==> src/design/ctrl_in_ep_consts.svh <==
`ifndef CTRL_IN_EP_CONSTS_SVH
`define CTRL_IN_EP_CONSTS_SVH

`define HADDR_W 18
`define CFG_IDX 16'hFF80
`define BCNT_IDX 16'hFF81
`define IN_BUF_IDX 16'hFEF8
`define OUT_BUF_IDX 16'hFEF0
`define BUF_IDX_MASK 16'hFFF8

`define CFG_ENABLE_BIT 7
`define CFG_TOGGLE_BIT 5
`define CFG_STALL_BIT 3
`define CFG_IRQEN_BIT 2
`define BCNT_NAK_BIT 7
`define BCNT_CNT_MSB 3

`define MAX_PKT_LEN 4'h8
`define NAK_RESET 1'b1
`define TOGGLE_RESET 1'b0
`define COUNT_RESET 4'h0

`endif

==> src/design/ctrl_in_ep_pkg.sv <==
package ctrl_in_ep_pkg;

  typedef enum logic [2:0] {
    ST_IDLE,
    ST_LOAD,
    ST_PUT,
    ST_SEND,
    ST_WAIT_ACK
  } ep_fsm_e;

  typedef enum logic [1:0] {
    RESP_NONE,
    RESP_DATA,
    RESP_NAK,
    RESP_STALL
  } resp_e;

  typedef struct packed {
    logic hreadyout;
    logic [31:0] hrdata;
    logic hresp;
    logic ap_valid;
    logic ap_write;
    logic [15:0] ap_idx;
    logic enable;
    logic stall;
    logic irq_en;
    logic toggle;
    logic nak;
    logic [3:0] count;
    ep_fsm_e state;
    logic [2:0] idx;
    logic [3:0] len;
    logic resp_valid;
    resp_e resp_kind;
    logic resp_data1;
    logic [3:0] resp_len;
    logic tx_valid;
    logic [7:0] tx_data;
    logic tx_last;
    logic irq;
  } ep_state_s;

endpackage : ctrl_in_ep_pkg

==> src/design/ep_buf_mem.sv <==
`timescale 1ns/1ps
`default_nettype none

module ep_buf_mem #(
  parameter int DW = 8,
  parameter int DEPTH = 8,
  parameter int AW = 3
) (
  input wire logic clk,
  input wire logic rst_n,
  input wire logic ce,
  input wire logic wr_en,
  input wire logic [AW-1:0] wr_addr,
  input wire logic [DW-1:0] wr_data,
  input wire logic [AW-1:0] rd_addr_a,
  output logic [DW-1:0] rd_data_a,
  input wire logic [AW-1:0] rd_addr_b,
  output logic [DW-1:0] rd_data_b
);

  typedef struct packed {
    logic [DEPTH-1:0][DW-1:0] cells;
    logic [DW-1:0] rda;
    logic [DW-1:0] rdb;
  } mem_state_s;

  mem_state_s mem_ff;
  mem_state_s nxt_mem;

  always_comb begin
    nxt_mem = mem_ff;
    // Two registered read ports so the bus never waits on the packet engine
    nxt_mem.rda = mem_ff.cells[rd_addr_a];
    nxt_mem.rdb = mem_ff.cells[rd_addr_b];
    if (wr_en) begin
      nxt_mem.cells[wr_addr] = wr_data;
    end
  end

  always_ff @(posedge clk or negedge rst_n) begin
    if (!rst_n) begin
      mem_ff <= '0;
    end else if (ce) begin
      mem_ff <= nxt_mem;
    end
  end

  assign rd_data_a = mem_ff.rda;
  assign rd_data_b = mem_ff.rdb;

endmodule : ep_buf_mem

`default_nettype wire

==> src/design/ctrl_in_endpoint.sv <==
`include "ctrl_in_ep_consts.svh"
`timescale 1ns/1ps
`default_nettype none

module ctrl_in_endpoint
  import ctrl_in_ep_pkg::*;
#(
  parameter int BUF_DEPTH = 8
) (
  input wire logic hclk,
  input wire logic hresetn,
  input wire logic ce,
  input wire logic hsel,
  input wire logic [`HADDR_W-1:0] haddr,
  input wire logic [1:0] htrans,
  input wire logic hwrite,
  input wire logic [2:0] hsize,
  input wire logic [31:0] hwdata,
  input wire logic hready,
  output logic hreadyout,
  output logic [31:0] hrdata,
  output logic hresp,
  input wire logic in_token,
  input wire logic setup_token,
  input wire logic host_ack,
  input wire logic host_abort,
  output logic resp_valid,
  output logic [1:0] resp_kind,
  output logic resp_data1,
  output logic [3:0] resp_len,
  output logic tx_valid,
  output logic [7:0] tx_data,
  output logic tx_last,
  input wire logic tx_ready,
  output logic completion_irq
);

  ep_state_s s_ff;
  ep_state_s nxt_s;

  logic mem_wr_en;
  logic [2:0] mem_wr_addr;
  logic [7:0] mem_wr_data;
  logic [7:0] mem_rd_a;
  logic [7:0] mem_rd_b;
  logic ack_done;
  logic bus_take;

  function automatic logic [3:0] eff_len(input logic [3:0] code);
    if (code > `MAX_PKT_LEN) begin
      eff_len = `MAX_PKT_LEN;
    end else begin
      eff_len = code;
    end
  endfunction : eff_len

  function automatic logic buf_hit(input logic [15:0] idx);
    buf_hit = (idx & `BUF_IDX_MASK) == `IN_BUF_IDX;
  endfunction : buf_hit

  function automatic logic is_cfg(input logic [15:0] idx);
    is_cfg = (idx == `CFG_IDX);
  endfunction : is_cfg

  function automatic logic is_bcnt(input logic [15:0] idx);
    is_bcnt = (idx == `BCNT_IDX);
  endfunction : is_bcnt

  // Reserved positions stay zero on every read
  function automatic logic [31:0] cfg_word(
    input logic enable,
    input logic toggle,
    input logic stall,
    input logic irq_en
  );
    cfg_word = 32'h0000_0000;
    cfg_word[`CFG_ENABLE_BIT] = enable;
    cfg_word[`CFG_TOGGLE_BIT] = toggle;
    cfg_word[`CFG_STALL_BIT] = stall;
    cfg_word[`CFG_IRQEN_BIT] = irq_en;
  endfunction : cfg_word

  function automatic logic [31:0] bcnt_word(input logic nak, input logic [3:0] count);
    bcnt_word = 32'h0000_0000;
    bcnt_word[`BCNT_NAK_BIT] = nak;
    bcnt_word[`BCNT_CNT_MSB:0] = count;
  endfunction : bcnt_word

  // Stall outranks an empty buffer, which outranks data
  function automatic resp_e answer_kind(input logic stall, input logic nak);
    if (stall) begin
      answer_kind = RESP_STALL;
    end else if (nak) begin
      answer_kind = RESP_NAK;
    end else begin
      answer_kind = RESP_DATA;
    end
  endfunction : answer_kind

  function automatic logic last_byte(input logic [2:0] idx, input logic [3:0] len);
    last_byte = ({1'b0, idx} == (len - 4'h1));
  endfunction : last_byte

  // Output buffer lives with the output endpoint; only the input window decodes here
  ep_buf_mem #(
    .DW(8),
    .DEPTH(BUF_DEPTH),
    .AW(3)
  ) u_buf (
    .clk(hclk),
    .rst_n(hresetn),
    .ce(ce),
    .wr_en(mem_wr_en),
    .wr_addr(mem_wr_addr),
    .wr_data(mem_wr_data),
    .rd_addr_a(haddr[4:2]),
    .rd_data_a(mem_rd_a),
    .rd_addr_b(s_ff.idx),
    .rd_data_b(mem_rd_b)
  );

  assign bus_take = hsel && htrans[1] && hready;

  always_comb begin
    nxt_s = s_ff;
    nxt_s.resp_valid = 1'b0;
    nxt_s.irq = 1'b0;
    nxt_s.hresp = 1'b0;
    ack_done = 1'b0;
    mem_wr_en = 1'b0;
    mem_wr_addr = s_ff.ap_idx[2:0];
    mem_wr_data = hwdata[7:0];

    // Packet engine
    case (s_ff.state)
      ST_IDLE: begin
        if (in_token && s_ff.enable) begin
          nxt_s.resp_valid = 1'b1;
          nxt_s.resp_data1 = s_ff.toggle;
          nxt_s.resp_len = 4'h0;
          nxt_s.resp_kind = answer_kind(s_ff.stall, s_ff.nak);
          if (!s_ff.stall && !s_ff.nak) begin
            nxt_s.resp_len = eff_len(s_ff.count);
            nxt_s.len = eff_len(s_ff.count);
            nxt_s.idx = 3'h0;
            nxt_s.state = (eff_len(s_ff.count) == 4'h0) ? ST_WAIT_ACK : ST_LOAD;
          end
        end
      end
      ST_LOAD: begin
        nxt_s.state = ST_PUT;
      end
      ST_PUT: begin
        nxt_s.tx_data = mem_rd_b;
        nxt_s.tx_valid = 1'b1;
        nxt_s.tx_last = last_byte(s_ff.idx, s_ff.len);
        nxt_s.state = ST_SEND;
      end
      ST_SEND: begin
        if (tx_ready) begin
          nxt_s.tx_valid = 1'b0;
          nxt_s.tx_last = 1'b0;
          if (s_ff.tx_last) begin
            nxt_s.state = ST_WAIT_ACK;
          end else begin
            nxt_s.idx = s_ff.idx + 3'h1;
            nxt_s.state = ST_LOAD;
          end
        end
      end
      ST_WAIT_ACK: begin
        if (host_ack) begin
          ack_done = 1'b1;
          nxt_s.state = ST_IDLE;
        end
      end
      default: begin
        nxt_s.state = ST_IDLE;
      end
    endcase

    // Lost handshake keeps the packet for a retry
    if (host_abort && s_ff.state != ST_IDLE && !ack_done) begin
      nxt_s.state = ST_IDLE;
      nxt_s.tx_valid = 1'b0;
      nxt_s.tx_last = 1'b0;
    end

    if (ack_done) begin
      nxt_s.toggle = ~s_ff.toggle;
      nxt_s.irq = s_ff.irq_en;
    end

    // Setup restarts the control pipe: data stage begins with DATA1
    if (setup_token) begin
      nxt_s.stall = 1'b0;
      nxt_s.toggle = 1'b1;
      nxt_s.state = ST_IDLE;
      nxt_s.tx_valid = 1'b0;
      nxt_s.tx_last = 1'b0;
    end

    // Bus data phase; firmware stall set wins over the setup clear
    if (s_ff.ap_valid) begin
      if (s_ff.ap_write) begin
        if (is_cfg(s_ff.ap_idx)) begin
          nxt_s.enable = hwdata[`CFG_ENABLE_BIT];
          nxt_s.stall = hwdata[`CFG_STALL_BIT];
          nxt_s.irq_en = hwdata[`CFG_IRQEN_BIT];
        end else if (is_bcnt(s_ff.ap_idx)) begin
          nxt_s.nak = hwdata[`BCNT_NAK_BIT];
          nxt_s.count = hwdata[`BCNT_CNT_MSB:0];
        end else if (buf_hit(s_ff.ap_idx)) begin
          mem_wr_en = 1'b1;
        end
      end else begin
        nxt_s.hreadyout = 1'b1;
        nxt_s.hrdata = 32'h0000_0000;
        if (is_cfg(s_ff.ap_idx)) begin
          nxt_s.hrdata = cfg_word(s_ff.enable, s_ff.toggle, s_ff.stall, s_ff.irq_en);
        end else if (is_bcnt(s_ff.ap_idx)) begin
          nxt_s.hrdata = bcnt_word(s_ff.nak, s_ff.count);
        end else if (buf_hit(s_ff.ap_idx)) begin
          nxt_s.hrdata[7:0] = mem_rd_a;
        end
      end
    end

    // Completion marks the buffer empty; beats a same-cycle firmware clear
    if (ack_done) begin
      nxt_s.nak = 1'b1;
    end

    // Address phase: reads take one wait state for the registered buffer port
    nxt_s.ap_valid = 1'b0;
    if (bus_take) begin
      nxt_s.ap_valid = 1'b1;
      nxt_s.ap_write = hwrite;
      nxt_s.ap_idx = haddr[`HADDR_W-1:2];
      if (!hwrite) begin
        nxt_s.hreadyout = 1'b0;
      end
    end
  end

  always_ff @(posedge hclk or negedge hresetn) begin
    if (!hresetn) begin
      s_ff <= '0;
      s_ff.hreadyout <= 1'b1;
      s_ff.nak <= `NAK_RESET;
      s_ff.count <= `COUNT_RESET;
      s_ff.toggle <= `TOGGLE_RESET;
      s_ff.state <= ST_IDLE;
      s_ff.resp_kind <= RESP_NONE;
      // Endpoint comes up disabled, unstalled and silent
      s_ff.enable <= 1'b0;
      s_ff.stall <= 1'b0;
      s_ff.irq_en <= 1'b0;
      s_ff.tx_valid <= 1'b0;
      s_ff.resp_valid <= 1'b0;
      s_ff.irq <= 1'b0;
    end else if (ce) begin
      s_ff <= nxt_s;
    end
  end

  assign hreadyout = s_ff.hreadyout;
  assign hrdata = s_ff.hrdata;
  assign hresp = s_ff.hresp;
  assign resp_valid = s_ff.resp_valid;
  assign resp_kind = s_ff.resp_kind;
  assign resp_data1 = s_ff.resp_data1;
  assign resp_len = s_ff.resp_len;
  assign tx_valid = s_ff.tx_valid;
  assign tx_data = s_ff.tx_data;
  assign tx_last = s_ff.tx_last;
  assign completion_irq = s_ff.irq;

endmodule : ctrl_in_endpoint

`default_nettype wire

==> config.mk <==
export PLATFORM = sky130hd
export DESIGN_NAME = ctrl_in_endpoint
export DESIGN_NICKNAME = d
export VERILOG_FILES = /design/src/design/ctrl_in_ep_pkg.sv /design/src/design/ep_buf_mem.sv /design/src/design/ctrl_in_endpoint.sv
export VERILOG_INCLUDE_DIRS = /design/src /design/src/design
export SDC_FILE = /design/constraint.sdc
export NUM_CORES = 1
export LEC_CHECK = 0
export BUFFER_PORTS_ARGS = -buffer_cell sky130_fd_sc_hd__buf_2
export CORE_AREA = 5 5 144 146
export CTS_CLUSTER_DIAMETER = 30
export DETAILED_ROUTE_END_ITERATION = 10
export DIE_AREA = 0 0 149 151
export GPL_TIMING_DRIVEN = 0
export PLACE_DENSITY_LB_ADDON = 0.25
export SETUP_SLACK_MARGIN = 0.2
export SLEW_MARGIN = 20
export SYNTH_ARGS = -nofsm -noshare
export SYNTH_HDL_FRONTEND = slang
export SYNTH_HIERARCHICAL = 1
export SYNTH_SLANG_ARGS = --single-unit
==> constraint.sdc <==
create_clock -name hclk -period 3.4 [get_ports hclk]
set_input_delay 0.68 -clock hclk [delete_from_list [all_inputs] [get_ports hclk]]
set_output_delay 0.68 -clock hclk [all_outputs]
set_load 0.01 [all_outputs]
==> flow_metrics.env <==
export IMPL_status="completed"
export IMPL_final_cell_area_um2=8937
export IMPL_seq_area_frac_synth=0.4801
export IMPL_power_density_nw_per_um2=477.4
export IMPL_drc=0
export IMPL_dieHeight_um=151
export IMPL_total_power_mw=4.266
export IMPL_postCtsHoldBufs=0
export IMPL_drt_total_wl_mm=19.29
export IMPL_antennaDiodeCount=0
export IMPL_synth_cells=651
export IMPL_fin_worst_skew_ns=0.008009
export IMPL_ant_nets=0
export IMPL_dpl_cell_area_um2=8338
export IMPL_post_cts_setup_buffers=0
export IMPL_slew_viol_final=0
export IMPL_irDropWorstVdd_v=0.0004332
export IMPL_clk_latency_ns=0.42
export IMPL_end_kind="flop"
export IMPL_layout_cells_non_filler=1035
export IMPL_synthToLayoutAreaGrowth_pct=18.16
export IMPL_worstPathCellList="nand4_1 > nor4_4 > and3_1 > nand3b_1 > nor2_2 > mux2_2"
export IMPL_routed_via_density=5.279
export IMPL_period_minus_slack_ns=2.877
export IMPL_nNetsFinal=826
export IMPL_crit_required_ns=3.71
export IMPL_start_util=0.3925
export IMPL_crit_type="reg -> reg"
export IMPL_yosysTopAreaCell="dfrtp_1"
export IMPL_startpoint_type="flop"
export IMPL_port_buffers=63
export IMPL_dp_cells=1004
export IMPL_relSlewSlack=0.5211
export IMPL_grt_antenna_before_repair=0
export IMPL_synthTopCellsByArea="dfrtp_1 47%, mux2_2 14%, mux2i_1 6.5%"
export IMPL_grt_pass1_wl_mm=30.06
export IMPL_fmax_ghz=0.3476
export IMPL_ys_ff_latch=145
export IMPL_worstPathArrival_ns=3.18
export IMPL_grt_pass1_vias=5461
export IMPL_cts_root_buf="clkbuf_16"
export IMPL_slowest_delay_ns=0.62
export IMPL_wl_per_cell_um=18.64
export IMPL_rsz0062_at_grt="no"
export IMPL_rows=51
export IMPL_clockBufferDepth=2
export IMPL_finalHoldViolCount=0
export IMPL_synth_avg_cell_area_um2=11.62
export IMPL_yosys_warnings=6
export IMPL_synth_edf_count=0
export IMPL_grt_max_degree=102
export IMPL_vias=5464
export IMPL_numCtsBuffers=17
export IMPL_clk_pin_slew_ns=0.06
export IMPL_ys_types=52
export IMPL_fin_hold_ws_ns=0.1386
export IMPL_ioPinCount=119
export IMPL_worst_slew_pin_slew_ns=0.7157
export IMPL_clock_sinks=145
export IMPL_synthArstFlopShare=1.000
export IMPL_p_leak_nw=4.420
export IMPL_slowest_stage="nor2_2"
export IMPL_min_period_over_period=0.8462
export IMPL_dp_hpwl_mm=13.41
export IMPL_worst_path_max_fanout=9
export IMPL_cts_tree="yes"
export IMPL_synthesis_area_um2=7564
export IMPL_drive_gt1_frac=0.3779
export IMPL_yosysTopAreaCellShare=0.4731
export IMPL_hp_class="in -> async"
export IMPL_track_usage=0.1744
export IMPL_grt_ovfl_total=0
export IMPL_ys_flop_type="dfrtp_1"
export IMPL_setup_violations=0
export IMPL_die_width_um=149
export IMPL_die_area_um2=22500
export IMPL_gp_routability_congestion=0.8672
export IMPL_dr_pass1_iters=5
export IMPL_htreeDepth=4
export IMPL_max_cap_violations=0
export IMPL_drtIter0Drc=378
export IMPL_coreArea_um2=19270
==> state kept, by name (all words and copies together) (netlist names), 3 cells and up <==
register	count
u_buf/rd_data_b	8
u_buf/mem_ff	64
hrdata	8
u_buf/rd_data_a	8
s_ff	34
resp_len	4
tx_data	8
mem_wr_addr	3
==> cells by family after synthesis <==
kind of cell / count (synthesis) / synth area share
xor+xnor: 3 / 0.003475
other cells: 1 / 0.0004958
buf+inv: 107 / 0.08751
simple gates: 151 / 0.1150
flops: 145 / 0.4801
mux: 148 / 0.2132
compound gates: 94 / 0.09694
fa+ha+maj: 2 / 0.003308
==> repair_timing <==
action / CTS / global route
endpoints found under the hold margin: 0 / 0
resized for setup: 0 / 1
endpoints found under the setup margin: 0 / 15
==> stage by stage <==
stage	TNS, ns	setup WS, ns	utilization
after floorplan	0	1.045	-
after global placement	-52.56	-0.3777	0.4307
after detailed placement	0	0.3772	0.4327
final	0	0.5228	0.4638
after global routing	0	0.3715	0.4638
after CTS	0	0.3583	0.4633
==> cell usage in the layout (no fill, tap or decap), types with 5 or more instances in the layout <==
master	n
clkbuf_1	12
buf_2	78
nand3_1	22
a41o_1	16
inv_1	14
a21oi_1	5
mux2i_1	49
a22oi_1	18
nor2b_1	34
mux2_2	97
nor2_2	6
nor2_1	21
clkbuf_16	17
a22o_1	7
nand2_1	20
a211o_1	18
o21ai_0	12
dfrtp_1	143
nor3_1	7
nand4_1	5
nand2b_1	8
conb_1	25
buf_4	64
==> where the power goes <==
group	leakage [nW]	switching, mW	internal, mW
sequential	1.94	0.0828	1.83
clock	0.284	0.715	1.15
combinational	2.20	0.240	0.245
total	4.42	1.04	3.23
==> synthesized netlist by cell type (2+ instances only) <==
master and number:
or3_1 4, nor2_2 6, a221oi_1 4, nand4_1 5, nor2_1 21, mux2_4 2, ha_1 2, buf_2 16
xor2_1 3, and2b_1 2, a21oi_1 5, nor3_1 7, o22ai_1 4, a21boi_0 2, a211o_1 18, a31oi_1 2
mux2i_1 49, nand2b_1 8, a22o_1 7, o21ai_0 12, nand3b_1 4, dfstp_2 2, buf_1 2, nand3_1 22
a22oi_1 18, buf_4 64, nor2b_1 34, dfrtp_1 143, or2_2 3, mux2_2 97, nor3b_1 2, nand2_1 20
or4_1 4, inv_1 14, clkbuf_1 11, a41o_1 16
==> metal layers <==
metal / part of all wire / track usage
met1: 0.43 / 0.2298
met2: 0.47 / 0.2736
met3: 0.066 / 0.04099
met4: 0.031 / 0.08009
met5: 0 / 0
==> path summary, 6_finish.rpt <==
path / slack (ns) / from / end / depth (start not counted)
max reg2reg: 0.52 / s_ff[47] / u_buf/mem_ff[67] / 6
min: 0.14 / hresetn / resp_kind[0] / 1
min reg2reg: 0.48 / resp_kind[0] / resp_kind[0] / 2
max: 0.52 / s_ff[47] / u_buf/mem_ff[67] / 6
max in group asynchronous: 2.44 / hresetn / tx_data[6] / 2
min in group hclk: 0.48 / resp_kind[0] / resp_kind[0] / 2
==> critical path, delay by kind of cell (launching register included) <==
| kind | cells | cell delay, ns |
|---|---|---|
| AND/OR/NAND/NOR | 5 | 2.01 |
| multiplexers | 1 | 0.41 |
| flip-flops | 1 | 0.35 |
==> area by class of cell <==
class	instances	area (µm²)
well taps	265	331.6
fillers	1830	10330
multi-input cells	423	3369
flip-flops and latches	145	3631
repair buffers	64	352.8
plain buffers	93	609.3
clock inverters	9	106.4
inverters	14	52.55
clock buffers	22	484.2
No activity file was read; power rests on OpenSTA's default activity.
